## src/rdc_defines.svh

```systemverilog
// Purpose: constants of the direct command unit
// Assumes: byte-wide command codes, AXI4-Lite word registers
// Notes: offsets are byte addresses
`ifndef RDC_DEFINES_SVH
`define RDC_DEFINES_SVH

// =====================================================================
// Command codes
`define RDC_CMD_CAL_DRV 8'hd8
`define RDC_CMD_MEAS_PH 8'hd9
`define RDC_CMD_CLR_RSSI 8'hda
`define RDC_CMD_CLR_FIFO 8'hdb
`define RDC_CMD_TRANSP 8'hdc
`define RDC_CMD_GPT 8'he0
`define RDC_CMD_WUT 8'he1
`define RDC_CMD_MRT 8'he2
`define RDC_CMD_SPACE_B 8'hfb
`define RDC_CMD_TEST 8'hfc
`define RDC_CMD_DEF0 8'hc0
`define RDC_CMD_DEF1 8'hc1
`define RDC_CMD_STOP0 8'hc2
`define RDC_CMD_STOP1 8'hc3

// =====================================================================
// Register offsets
`define RDC_OFF_CMD 12'h000
`define RDC_OFF_OPCTL 12'h004
`define RDC_OFF_STAT 12'h008
`define RDC_OFF_IRQ 12'h00c
`define RDC_OFF_DONE 12'h010

// =====================================================================
// Operation control fields
`define RDC_OP_EN 0
`define RDC_OP_RX_EN 1
`define RDC_OP_TX_EN 2
`define RDC_OP_WU 3
`define RDC_OP_FD_EN 4
`define RDC_OP_PD 5
`define RDC_OP_AR_LSB 6
`define RDC_OP_AR_MSB 7
`define RDC_OPCTL_RST 8'h00
`define RDC_AR_MODE1 2'b01

// =====================================================================
// Status fields
`define RDC_ST_BUSY 0
`define RDC_ST_TRANSP 1
`define RDC_ST_SPACE_B 2
`define RDC_ST_TEST 3
`define RDC_ST_FIELD 4
`define RDC_ST_GPT 5
`define RDC_ST_WUT 6
`define RDC_ST_MRT 7
`define RDC_ST_SQL 8
`define RDC_ST_CA 9
`define RDC_ST_FOFF 10
`define RDC_ST_RXSEEN 11
`define RDC_ST_TEMP 12
`define RDC_ST_CAL 13
`define RDC_ST_OSC 14
`define RDC_ST_TRX 15
`define RDC_ST_FDT 16

// Irq status bits
`define RDC_IRQ_PHASE 0
`define RDC_IRQ_W 8

// =====================================================================
// Timing: phase measurement 2 us at 200 MHz
`define RDC_MEAS_NS 2000
`define RDC_CLK_NS 5
`define RDC_MEAS_CYC (`RDC_MEAS_NS / `RDC_CLK_NS)
`define RDC_CNT_W 10

`endif

```

## src/rdc_pkg.sv

```systemverilog
// Purpose: types of the direct command unit
// Assumes: nothing beyond the defines header
// Notes: shared by all three design files
package rdc_pkg;
  typedef enum logic [1:0] {
    RDC_IDLE = 2'b00,
    RDC_EXEC = 2'b01,
    RDC_MEAS = 2'b10
  } rdc_state_t;

  typedef logic [7:0] rdc_code_t;
endpackage

```

## src/rdc_cmd_if.sv

```systemverilog
// Purpose: carries a decoded command from decoder to executor
// Assumes: one clock, codes valid for one cycle
// Notes: decoder drives, executor consumes
`timescale 1ns/1ps
interface rdc_cmd_if;
  logic valid;
  rdc_pkg::rdc_code_t code;
  logic accept;
  logic irq_done;

  modport src (output valid, output code, output accept, output irq_done);
  modport dst (input valid, input code, input accept, input irq_done);
endinterface

```

## src/rdc_gate.sv

```systemverilog
// Purpose: checks a command code against operation-control bits
// Assumes: code presented for one cycle with valid
// Notes: pure decode, registered by the top
`timescale 1ns/1ps
`include "rdc_defines.svh"
module rdc_gate (
  input wire logic i_valid,
  input wire rdc_pkg::rdc_code_t i_code,
  input wire logic [7:0] i_opctl,
  rdc_cmd_if.src cmd
);
  import rdc_pkg::*;

  wire en = i_opctl[`RDC_OP_EN];
  wire wu = i_opctl[`RDC_OP_WU];
  wire pd = i_opctl[`RDC_OP_PD];
  wire is_def = (i_code == `RDC_CMD_DEF0) || (i_code == `RDC_CMD_DEF1);
  wire is_stop = (i_code == `RDC_CMD_STOP0) || (i_code == `RDC_CMD_STOP1);
  wire is_en_cmd = (i_code == `RDC_CMD_CAL_DRV) ||
                   (i_code == `RDC_CMD_CLR_RSSI) ||
                   (i_code == `RDC_CMD_CLR_FIFO) ||
                   (i_code == `RDC_CMD_TRANSP) ||
                   (i_code == `RDC_CMD_GPT) ||
                   (i_code == `RDC_CMD_MRT);
  wire is_all = (i_code == `RDC_CMD_SPACE_B) ||
                (i_code == `RDC_CMD_TEST);
  wire is_ph = (i_code == `RDC_CMD_MEAS_PH);
  wire is_wut = (i_code == `RDC_CMD_WUT);
  // Phase measure runs in any mode, even powered down
  wire ok = is_def || (is_stop && en) || (is_en_cmd && en) ||
            is_all || is_ph || (is_wut && !wu);

  assign cmd.valid = i_valid;
  assign cmd.code = i_code;
  assign cmd.accept = i_valid && ok;
  assign cmd.irq_done = is_ph;
  wire unused_pd = pd;
endmodule

```

## src/rdc_top.sv

```systemverilog
// Purpose: direct command decoder and executor with AXI4-Lite registers
// Assumes: single 200 MHz clock, synchronous active-high reset
// Notes: analog effects appear as status flags and strobes
`timescale 1ns/1ps
`include "rdc_defines.svh"
module rdc_top (
  input wire logic i_clk,
  input wire logic i_sys_rst,
  input wire logic [11:0] i_awaddr,
  input wire logic i_awvalid,
  output logic o_awready,
  input wire logic [31:0] i_wdata,
  input wire logic [3:0] i_wstrb,
  input wire logic i_wvalid,
  output logic o_wready,
  output logic [1:0] o_bresp,
  output logic o_bvalid,
  input wire logic i_bready,
  input wire logic [11:0] i_araddr,
  input wire logic i_arvalid,
  output logic o_arready,
  output logic [31:0] o_rdata,
  output logic [1:0] o_rresp,
  output logic o_rvalid,
  input wire logic i_rready,
  input wire logic i_rx_event,
  input wire logic i_ca_event,
  input wire logic i_foff_event,
  output logic o_irq,
  output logic o_fifo_clear,
  output logic o_rssi_restart,
  output logic o_cal_start,
  output logic o_osc_en,
  output logic o_transparent,
  output logic o_space_b,
  output logic o_test_access
);
  import rdc_pkg::*;

  // ===================================================================
  // Pin synchronisers for outside events
  logic [2:0] ev_meta_reg;
  logic [2:0] ev_sync_reg;
  always_ff @(posedge i_clk) begin
    if (i_sys_rst) begin
      ev_meta_reg <= 3'h0;
      ev_sync_reg <= 3'h0;
    end else begin
      ev_meta_reg <= {i_foff_event, i_ca_event, i_rx_event};
      ev_sync_reg <= ev_meta_reg;
    end
  end
  wire rx_seen_ev = ev_sync_reg[0];
  wire ca_ev = ev_sync_reg[1];
  wire foff_ev = ev_sync_reg[2];

  // ===================================================================
  // AXI4-Lite write channel
  logic aw_hold_reg;
  logic w_hold_reg;
  logic [11:0] awaddr_reg;
  logic [31:0] wdata_reg;
  logic [3:0] wstrb_reg;
  logic bvalid_reg;
  logic awready_reg;
  logic wready_reg;
  // Only a real handshake takes a channel; avoids a repeated write
  wire aw_take = i_awvalid && awready_reg && !bvalid_reg;
  wire w_take = i_wvalid && wready_reg && !bvalid_reg;
  wire aw_have = aw_hold_reg || aw_take;
  wire w_have = w_hold_reg || w_take;
  wire [11:0] wr_addr = aw_hold_reg ? awaddr_reg : i_awaddr;
  wire [31:0] wr_data = w_hold_reg ? wdata_reg : i_wdata;
  wire [3:0] wr_strb = w_hold_reg ? wstrb_reg : i_wstrb;
  wire wr_fire = aw_have && w_have && !bvalid_reg;
  wire wr_cmd = wr_fire && (wr_addr == `RDC_OFF_CMD) && wr_strb[0];
  wire wr_op = wr_fire && (wr_addr == `RDC_OFF_OPCTL) && wr_strb[0];
  wire wr_irq = wr_fire && (wr_addr == `RDC_OFF_IRQ) && wr_strb[0];
  wire wr_ok = (wr_addr == `RDC_OFF_CMD) || (wr_addr == `RDC_OFF_OPCTL) ||
               (wr_addr == `RDC_OFF_IRQ);
  logic [1:0] bresp_reg;

  always_ff @(posedge i_clk) begin
    if (i_sys_rst) begin
      aw_hold_reg <= 1'b0;
      w_hold_reg <= 1'b0;
      awaddr_reg <= 12'h000;
      wdata_reg <= 32'h0000_0000;
      wstrb_reg <= 4'h0;
      bvalid_reg <= 1'b0;
      bresp_reg <= 2'b00;
    end else if (wr_fire) begin
      aw_hold_reg <= 1'b0;
      w_hold_reg <= 1'b0;
      bvalid_reg <= 1'b1;
      bresp_reg <= wr_ok ? 2'b00 : 2'b10;
    end else begin
      if (aw_take) begin
        aw_hold_reg <= 1'b1;
        awaddr_reg <= i_awaddr;
      end
      if (w_take) begin
        w_hold_reg <= 1'b1;
        wdata_reg <= i_wdata;
        wstrb_reg <= i_wstrb;
      end
      if (bvalid_reg && i_bready) begin
        bvalid_reg <= 1'b0;
      end
    end
  end
  // Ready is registered so the outputs stay flop driven
  always_ff @(posedge i_clk) begin
    if (i_sys_rst) begin
      awready_reg <= 1'b0;
      wready_reg <= 1'b0;
    end else begin
      awready_reg <= !aw_hold_reg && !aw_take && !wr_fire && !bvalid_reg;
      wready_reg <= !w_hold_reg && !w_take && !wr_fire && !bvalid_reg;
    end
  end

  // ===================================================================
  // Command decode and execution state
  logic [7:0] opctl_reg;
  logic [7:0] opctl_next;
  rdc_cmd_if cmd ();
  rdc_gate u_gate (
    .i_valid(wr_cmd),
    .i_code(wr_data[7:0]),
    .i_opctl(opctl_reg),
    .cmd(cmd)
  );

  wire acc = cmd.accept;
  wire is_def = acc && ((cmd.code == `RDC_CMD_DEF0) ||
                        (cmd.code == `RDC_CMD_DEF1));
  wire is_stop = acc && ((cmd.code == `RDC_CMD_STOP0) ||
                         (cmd.code == `RDC_CMD_STOP1));
  // Restore-defaults always runs stop-all first
  wire stop_all = is_stop || is_def;
  wire c_cal = acc && (cmd.code == `RDC_CMD_CAL_DRV);
  wire c_ph = acc && (cmd.code == `RDC_CMD_MEAS_PH);
  wire c_rssi = acc && (cmd.code == `RDC_CMD_CLR_RSSI);
  wire c_fifo = acc && (cmd.code == `RDC_CMD_CLR_FIFO);
  wire c_tr = acc && (cmd.code == `RDC_CMD_TRANSP);
  wire c_gpt = acc && (cmd.code == `RDC_CMD_GPT);
  wire c_wut = acc && (cmd.code == `RDC_CMD_WUT);
  wire c_mrt = acc && (cmd.code == `RDC_CMD_MRT);
  wire c_spb = acc && (cmd.code == `RDC_CMD_SPACE_B);
  wire c_tst = acc && (cmd.code == `RDC_CMD_TEST);
  wire ar_mode1 = opctl_reg[`RDC_OP_AR_MSB:`RDC_OP_AR_LSB] == `RDC_AR_MODE1;

  // Operation control survives stop-all; only defaults reset it
  always_comb begin
    opctl_next = opctl_reg;
    if (wr_op) begin
      opctl_next = wr_data[7:0];
    end
    if (is_def) begin
      opctl_next = `RDC_OPCTL_RST;
    end
  end

  rdc_state_t state_reg;
  rdc_state_t state_next;
  logic [`RDC_CNT_W-1:0] cnt_reg;
  wire meas_done = (state_reg == RDC_MEAS) &&
                   (cnt_reg == `RDC_CNT_W'(`RDC_MEAS_CYC - 1));
  always_comb begin
    state_next = state_reg;
    unique case (state_reg)
      RDC_IDLE: begin
        if (c_ph) begin
          state_next = RDC_MEAS;
        end
      end
      RDC_MEAS: begin
        if (meas_done) begin
          state_next = RDC_IDLE;
        end
      end
      default: begin
        state_next = RDC_IDLE;
      end
    endcase
    if (stop_all) begin
      state_next = RDC_IDLE;
    end
  end

  always_ff @(posedge i_clk) begin
    if (i_sys_rst) begin
      state_reg <= RDC_IDLE;
      cnt_reg <= '0;
      opctl_reg <= `RDC_OPCTL_RST;
    end else begin
      state_reg <= state_next;
      cnt_reg <= (state_next == RDC_MEAS && state_reg == RDC_MEAS) ?
                 cnt_reg + `RDC_CNT_W'(1) : '0;
      opctl_reg <= opctl_next;
    end
  end

  // ===================================================================
  // Activity flags
  logic [16:0] st_reg;
  logic irq_st_reg;
  logic irq_reg;
  wire field_on = st_reg[`RDC_ST_FIELD];
  always_ff @(posedge i_clk) begin
    if (i_sys_rst || is_def) begin
      // Defaults drop calibration, mode and access state
      st_reg <= 17'h0_0000;
    end else begin
      st_reg[`RDC_ST_BUSY] <= state_next == RDC_MEAS;
      if (c_tr) st_reg[`RDC_ST_TRANSP] <= 1'b1;
      if (c_spb) st_reg[`RDC_ST_SPACE_B] <= 1'b1;
      if (c_tst) st_reg[`RDC_ST_TEST] <= 1'b1;
      // Field stays on after stop-all, even if field-off pends
      if (ca_ev && !stop_all) st_reg[`RDC_ST_FIELD] <= 1'b1;
      if (foff_ev && !stop_all) st_reg[`RDC_ST_FIELD] <= 1'b0;
      st_reg[`RDC_ST_GPT] <= stop_all ? 1'b0 :
                             (st_reg[`RDC_ST_GPT] | c_gpt);
      st_reg[`RDC_ST_WUT] <= stop_all ? 1'b0 :
                             (st_reg[`RDC_ST_WUT] | c_wut);
      st_reg[`RDC_ST_MRT] <= stop_all ? 1'b0 :
                             (st_reg[`RDC_ST_MRT] | c_mrt);
      st_reg[`RDC_ST_SQL] <= stop_all ? 1'b0 :
                             (st_reg[`RDC_ST_SQL] | c_mrt);
      st_reg[`RDC_ST_CA] <= stop_all ? 1'b0 :
                            (st_reg[`RDC_ST_CA] | ca_ev);
      st_reg[`RDC_ST_FOFF] <= stop_all ? 1'b0 :
                              (st_reg[`RDC_ST_FOFF] | foff_ev);
      if (stop_all && ar_mode1) begin
        st_reg[`RDC_ST_RXSEEN] <= 1'b0;
      end else if (rx_seen_ev) begin
        st_reg[`RDC_ST_RXSEEN] <= 1'b1;
      end
      st_reg[`RDC_ST_TEMP] <= stop_all ? 1'b0 :
                              (st_reg[`RDC_ST_TEMP] | rx_seen_ev);
      if (c_cal) st_reg[`RDC_ST_CAL] <= 1'b1;
      // Oscillator forced only while a powered-down measure runs
      st_reg[`RDC_ST_OSC] <= (state_next == RDC_MEAS) &&
                             opctl_reg[`RDC_OP_PD];
      st_reg[`RDC_ST_TRX] <= stop_all ? 1'b0 :
                             (st_reg[`RDC_ST_TRX] | rx_seen_ev);
      st_reg[`RDC_ST_FDT] <= stop_all ? 1'b0 :
                             (st_reg[`RDC_ST_FDT] | rx_seen_ev);
    end
  end

  // ===================================================================
  // Completion interrupt: only phase measure raises one
  wire irq_clr = wr_irq && wr_data[`RDC_IRQ_PHASE];
  always_ff @(posedge i_clk) begin
    if (i_sys_rst || stop_all) begin
      irq_st_reg <= 1'b0;
      irq_reg <= 1'b0;
    end else begin
      // Set wins over a clear in the same cycle
      irq_st_reg <= meas_done || (irq_st_reg && !irq_clr);
      irq_reg <= meas_done || (irq_st_reg && !irq_clr);
    end
  end

  // ===================================================================
  // One-cycle strobes to the analog side
  always_ff @(posedge i_clk) begin
    if (i_sys_rst) begin
      o_fifo_clear <= 1'b0;
      o_rssi_restart <= 1'b0;
      o_cal_start <= 1'b0;
    end else begin
      o_fifo_clear <= c_fifo || stop_all;
      o_rssi_restart <= c_rssi;
      o_cal_start <= c_cal;
    end
  end

  // ===================================================================
  // AXI4-Lite read channel
  logic arready_reg;
  logic rvalid_reg;
  logic [31:0] rdata_reg;
  logic [1:0] rresp_reg;
  wire ar_take = i_arvalid && arready_reg;
  wire rd_ok = (i_araddr == `RDC_OFF_OPCTL) || (i_araddr == `RDC_OFF_STAT) ||
               (i_araddr == `RDC_OFF_IRQ) || (i_araddr == `RDC_OFF_CMD);
  wire [31:0] rd_mux = (i_araddr == `RDC_OFF_OPCTL) ? {24'h00_0000, opctl_reg} :
                       (i_araddr == `RDC_OFF_STAT) ? {15'h0000, st_reg} :
                       (i_araddr == `RDC_OFF_IRQ) ? {31'h0000_0000, irq_st_reg} :
                       32'h0000_0000;
  always_ff @(posedge i_clk) begin
    if (i_sys_rst) begin
      arready_reg <= 1'b0;
      rvalid_reg <= 1'b0;
      rdata_reg <= 32'h0000_0000;
      rresp_reg <= 2'b00;
    end else if (ar_take) begin
      arready_reg <= 1'b0;
      rvalid_reg <= 1'b1;
      rdata_reg <= rd_mux;
      rresp_reg <= rd_ok ? 2'b00 : 2'b10;
    end else if (rvalid_reg) begin
      if (i_rready) rvalid_reg <= 1'b0;
    end else begin
      arready_reg <= 1'b1;
    end
  end

  assign o_awready = awready_reg;
  assign o_wready = wready_reg;
  assign o_bvalid = bvalid_reg;
  assign o_bresp = bresp_reg;
  assign o_arready = arready_reg;
  assign o_rvalid = rvalid_reg;
  assign o_rdata = rdata_reg;
  assign o_rresp = rresp_reg;
  assign o_irq = irq_reg;
  assign o_osc_en = st_reg[`RDC_ST_OSC];
  assign o_transparent = st_reg[`RDC_ST_TRANSP];
  assign o_space_b = st_reg[`RDC_ST_SPACE_B];
  assign o_test_access = st_reg[`RDC_ST_TEST];
  wire unused_ok = field_on | cmd.irq_done | cmd.valid;
endmodule

```

## config.mk

```make
export PLATFORM = sky130hd
export DESIGN_NAME = rdc_top
export DESIGN_NICKNAME = d
export VERILOG_FILES = /design/src/rdc_pkg.sv /design/src/rdc_cmd_if.sv /design/src/rdc_gate.sv /design/src/rdc_top.sv
export VERILOG_INCLUDE_DIRS = /design/src
export SDC_FILE = /design/constraint.sdc
export NUM_CORES = 1
export LEC_CHECK = 0
export BUFFER_PORTS_ARGS = -buffer_cell sky130_fd_sc_hd__buf_2
export CAP_MARGIN = 20
export CORE_ASPECT_RATIO = 0.6
export CORE_MARGIN = 1.5
export CORE_UTILIZATION = 56
export CTS_CLUSTER_DIAMETER = 150
export DETAILED_ROUTE_END_ITERATION = 6
export PLACE_DENSITY = 0.93
export SETUP_SLACK_MARGIN = 0.05
export SYNTH_ARGS = -nofsm -noshare
export SYNTH_HDL_FRONTEND = slang
export SYNTH_SLANG_ARGS = --single-unit
```

## constraint.sdc

```tcl
create_clock -name i_clk -period 5.91 [get_ports i_clk]
set_input_delay 1.182 -clock i_clk [delete_from_list [all_inputs] [get_ports i_clk]]
set_output_delay 1.182 -clock i_clk [all_outputs]
set_load 0.005 [all_outputs]
```

# After elaboration in Yosys (flattened, before gate mapping)
# Index checks and enable logic that the tools add are counted.
totals:
  regBits: 111
  latch_bits: 0
  ram_bits: 0
  mem_bits_ro: 0
  input_bits: 70
  output_inout_bits: 49
  word_cells: 173
  n_memories: 0
op_classes:
  add_sub_neg: 1
  n_mul: 0
  div: 0
  order_cmp: 0
  eq_ne: 23
  shift: 0
  n_mux: 17
  n_bitwise: 11
  n_reduce_logical: 91
op_table:
  columns: ["cell", "n"]
  rows:
  - ["$eq A8 B8 Y1 const B", 14]
  - ["$logic_and A1 B1 Y1", 44]
  - ["$eq A12 B4 Y1 const B", 3]
  - ["$mux W17", 2]
  - ["$logic_or A1 B1 Y1", 25]
  - ["$eq A12 B3 Y1 const B", 2]
  - ["$logic_not A12 Y1", 2]
  - ["$reduce_or A2 Y1", 7]
  - ["$mux W12", 1]
  - ["$add A10 B1 Y10 const B", 1]
  - ["$eq A10 B9 Y1 const B", 1]
  - ["$mux W2", 5]
  - ["$logic_not A1 Y1", 9]
  - ["$or A1 B1 Y1", 9]
  - ["$mux W8", 1]
  - ["$mux W1", 7]
  - ["$eq A2 B2 Y1 const B", 2]
  - ["$pmux W2 S2", 1]
  - ["$reduce_and A2 Y1", 2]
  - ["$eq A2 B1 Y1 const B", 1]
  - ["$logic_not A2 Y1", 1]
  - ["$not A1 Y1", 2]
  - ["$reduce_bool A2 Y1", 1]

# Longest topological paths before layout
depth:
  depth_word: 21
  mapped_depth: 10
  mapped_depth_nobuf: 6

# Hierarchy
# A second synthesis with hierarchy kept.
unflattened:
  hier_cells: 431
  area_unflattened_um2: 3967.6
modules_own_cells:
  columns: ["mod", "instances", "cells_per_inst", "area_each_um2", "seq_area_each_um2"]
  rows:
  - ["rdc_top", 1, 405, 3799.9, 1881.8]
  - ["rdc_gate", 1, 26, 167.7, 0.0]

# Least setup slack after synthesis
# OpenSTA, ideal clock, no wires.
synth_path:
  path_type: "in2reg"
  from: "in i_araddr[5]"
  to: "reg rdata_reg[10] (netlist: o_rdata[10])"
  setup_ps: 65
  arrival_time_ps: 2763
  required_ps: 5845
  setup_slack_ps: 3082
  stages: 6
  path_buffers: 1
  path_cell_list: "or4_1 > nor4_4 > and3_1 > clkbuf_1 > a22oi_1 > nor2_1"
synth_via:
  elab_chain_cells: 3
  word_cells_on_any_way: 4
  cone_classes: "eq/ne (2); mux (2)"
synth_rtl:
  columns: ["item", "line", "rtl"]
  rows:
  - ["from (decl)", "rdc_top.sv:19", "input wire logic [11:0] i_araddr,"]
  - ["$eq A12 B4 Y1 (no source line)", null, null]
  - ["$mux W17", "rdc_top.sv:291", "(i_araddr == `RDC_OFF_STAT) ? {15'h0000, st_reg} :"]
  - ["$mux W17 (*)", "rdc_top.sv:290", "wire [31:0] rd_mux = (i_araddr == `RDC_OFF_OPCTL) ? {24'h00_0000, opctl_reg} :"]
  - ["to (signal assigned)", "rdc_top.sv:303", "rdata_reg <= rd_mux;"]
  - ["to (decl)", "rdc_top.sv:285", "logic [31:0] rdata_reg;"]
# Mark *: on every way between the ends. The rest lies on a longest branch, timed or not.
# A chain may end at the register's enable or synchronous reset.

# Worst setup path after layout
layout_path:
  from: "in i_awvalid"
  to: "reg st_reg[11]"
layout_via:
  elab_chain_cells: 12
  word_cells_on_any_way: 14
  cone_classes: "reduce/logical (14)"
layout_rtl:
  columns: ["item", "line", "rtl"]
  rows:
  - ["from (decl)", "rdc_top.sv:10", "input wire logic i_awvalid,"]
  - ["$logic_and A1 B1 Y1 (*) (2 in series)", "rdc_top.sv:68", "wire aw_take = i_awvalid && awready_reg && !bvalid_reg;"]
  - ["$logic_or A1 B1 Y1 (*)", "rdc_top.sv:70", "wire aw_have = aw_hold_reg || aw_take;"]
  - ["$logic_and A1 B1 Y1 (*) (2 in series)", "rdc_top.sv:75", "wire wr_fire = aw_have && w_have && !bvalid_reg;"]
  - ["$logic_and A1 B1 Y1 (*) (2 in series)", "rdc_top.sv:76", "wire wr_cmd = wr_fire && (wr_addr == `RDC_OFF_CMD) && wr_strb[0];"]
  - ["$logic_and A1 B1 Y1 (*)", "rdc_gate.sv:35", "assign cmd.accept = i_valid && ok;"]
  - ["$logic_and A1 B1 Y1 (on tied branches)", "rdc_top.sv:138, rdc_top.sv:136", null]
  - ["$logic_or A1 B1 Y1", "rdc_top.sv:141", "wire stop_all = is_stop || is_def;"]
  - ["$logic_and A1 B1 Y1", "rdc_top.sv:235", "if (stop_all && ar_mode1) begin"]
  - ["$reduce_or A2 Y1 (no source line) (*)", null, null]
  - ["to (signal, indexed assignment)", "rdc_top.sv:233", "st_reg[`RDC_ST_FOFF] <= stop_all ? 1'b0 :"]
  - ["to (signal, indexed assignment)", "rdc_top.sv:240", "st_reg[`RDC_ST_TEMP] <= stop_all ? 1'b0 :"]
  - ["to (signal, indexed assignment)", "rdc_top.sv:244", "st_reg[`RDC_ST_OSC] <= (state_next == RDC_MEAS) &&"]
  - ["to (decl)", "rdc_top.sv:207", "logic [16:0] st_reg;"]
# Marks and branches as above.

==> summary.md <==
| Metric | Value |
|---|---|
| Post-CTS Setup Inserts | `0` |
| Flops & latches, synth | `94` |
| Crit Path Category | `input port to register` |
| Diode count | `0` |
| Yosys warns | `0` |
| Detail Route Antenna Nets | `0` |
| Final Util | `66.3%` |
| Final Hold Fails | `0` |
| Clk Latency, worst-skew pair | `0.35 ns` |
| GPL Wtd Cong | `0.876` |
| Fin cells | `635` |
| Switching fraction of total power | `25.8%` |
| Overall global routing resource usage | `25.2%` |
| Switch Pwr | `0.352 mW` |
| Setup Total Neg Slack | `0 ns` |
| Post_cts resized | `0` |
| Critical Path Fanout Max | `14` |
| Leak | `1.97 nW` |
| Worst path required time | `6.15 ns` |
| Power Density | `283 mW/mm2` |
| Top Ports | `119` |
| Drt wl/cell | `15.7 um` |
| Synth Area per Inst | `9.06 um2` |
| # nets final | `597` |
| Final setup viols | `0` |
| Die H | `70.1 um` |
| DRT iter0 DRCs | `373` |
| Clock Pin Slew Worst Setup and Hold Paths | `0.07 ns` |
| CTS tree | `built` |
| Ys async rst share | `0%` |
| DPL Wire Length | `7070 um` |
| Via count | `3711` |
| Clock Skew | `0.00679 ns` |
| Time the worst path needs with I/O delays and setup | `3.27 ns` |
| Sequential power share | `49.3%` |
| Worst Max-Slew Pin Slew | `1.06 ns` |
| Clk pwr share | `41.0%` |
| Die area | `0.00805 mm2` |
| Vias per Instance | `5.84` |
| Pre-antenna DRT Iters | `5` |
| CP startpoint kind | `input port` |
| Fraction of layout cells with a size suffix above 1 | `20.9%` |
| WL final | `10000 um` |
| Worst Hold Class | `register to register` |
| FILL cells | `600` |
| DRC errors left | `0` |
| Commonest non-fill, non-tap cell in the layout | `dfxtp_1` |
| WP data arrival | `3.51 ns` |
| H-tree levels | `3` |
| Final Max Tran Viols | `0` |
| Prevailing post-synth register cell | `dfxtp_1` |
| Netlist cell types | `63` |
| Core outline area | `0.00727 mm2` |
| Pwr Total | `1.36 mW` |
| Tcrit/Tclk final | `55.3%` |
| Post-synth EDFFs | `0` |
| Crit. End Element | `register` |
| Inserted Clock Buffers | `9` |
| Largest net degree at the start of global routing | `58` |
| Cells after Synth | `464` |
| Most frequent cells in the layout | `dfxtp_1, buf_2, nor2_1` |
| GRT overflow | `0` |
| Longest Clk Path Bufs | `2` |
| Chip width | `115 um` |
| Initial antenna violation count | `0` |
| Synth-to-Final Area Change | `14.7%` |
| P_int | `1.01 mW` |
| Placed Cells | `619` |
| Root Driver | `clkbuf_16` |
| Mapped Area | `0.00420 mm2` |
| CTS Sinks | `94` |
| Status | `complete, no violations` |
| Placement Rows | `24` |
| RSZ-0062 raised after global routing | `no` |
| Sequential fraction of the synthesis area | `44.8%` |
| Vias in the first global route | `3199` |
| First-pass GRT wire length | `15600 um` |
| Starting Density | `57.8%` |
| Worst slew margin | `29.7%` |
| # Max-Cap Violations | `0` |
| VDD IR max | `131 uV` |
| PortBufs | `74` |
| Maximum clock frequency | `306 MHz` |
| Post-CTS Hold Fix Bufs | `0` |
| Comb power frac | `9.7%` |
-- worst max-delay path: stages --
cell and delay (ns):
buf_2 0.09, a21oi_1 0.07, buf_4 0.20, a211oi_1 0.54, o2111ai_1 0.33, o21ai_1 0.83, nor2_1 0.12, o31a_1 0.14
-- power groups by stage --
stage / logic (mW) / registers [mW] / clock network [mW]
floorplan: 0.101 / 0.680 / 0
global placement: 0.123 / 0.684 / 0
detailed placement: 0.129 / 0.685 / 0
CTS: 0.130 / 0.671 / 0.563
global route: 0.144 / 0.674 / 0.595
finish: 0.132 / 0.672 / 0.558
-- metal layers --
layer / global-route usage, % / vias up / share of wire [%]
met3: 7.64 / 12 / 7.9
li1: - / 1759 / -
met4: 5.49 / 0 / 0.77
met2: 39.5 / 157 / 45
met1: 34.5 / 1783 / 46
met5: 0 / - / 0
-- final cells by class --
type                    count  area (um2)  area share, %
well taps                 104         130           2.70
flip-flops and latches     94        1880           39.1
repair buffers             76         385           8.00
clock inverters             6        53.8           1.12
multi-input cells         333        2080           43.2
clock buffers              10         239           4.96
inverters                  12        45.0          0.935
-- cell families after synthesis --
logic type	count (synthesis)	share of synthesized area, %
mux	23	5.66
compound gates	92	16.2
xor+xnor	8	1.67
other cells	1	0.0893
buf+inv	54	7.18
simple gates	191	24.1
fa+ha+maj	1	0.298
flops	94	44.8
-- through the flow --
| step | cell area [um2] | setup slack (ns) | hold WS [ns] |
|---|---|---|---|
| global placement | 4520 | 2.40 | 0.432 |
| CTS | 4820 | 2.70 | 0.453 |
| detailed placement | 4520 | 2.33 | 0.436 |
| floorplan | 4270 | 3.08 | 0.414 |
| finish | 4820 | 2.64 | 0.447 |
| global route | 4820 | 2.42 | 0.472 |
-- cell usage after synthesis (3+ instances only) --
cell type / count / share of area (%)
a211oi_1: 9 / 1.6
a21oi_1: 33 / 3.9
a221oi_2: 3 / 1.1
a22o_1: 9 / 1.9
a22oi_1: 10 / 1.8
and2_1: 4 / 0.60
and3_1: 7 / 1.0
buf_2: 4 / 0.48
buf_4: 19 / 3.4
buf_6: 3 / 0.80
clkbuf_1: 15 / 1.3
dfxtp_1: 94 / 45
inv_1: 12 / 1.1
mux2i_1: 20 / 4.8
nand2_1: 31 / 2.8
nand3_1: 23 / 2.7
nand3b_1: 6 / 1.1
nand4_1: 6 / 0.89
nor2_1: 52 / 4.6
nor2b_1: 12 / 1.8
nor3_1: 21 / 2.5
nor3b_1: 5 / 0.89
nor4_1: 4 / 0.60
o2111ai_1: 6 / 1.3
o21ai_0: 4 / 0.48
or2_2: 3 / 0.45
xnor2_1: 5 / 1.0
xor2_1: 3 / 0.63
-- final timing paths --
path	from	end	slack, ns	cells past startpoint
max reg2reg	aw_hold_reg	st_reg[11]	3.00	7
min reg2reg	ev_meta_reg[0]	ev_sync_reg[0]	0.45	1
max	i_awvalid	st_reg[11]	2.64	8
min	ev_meta_reg[0]	ev_sync_reg[0]	0.45	1
(Power assumes the default switching activity.)
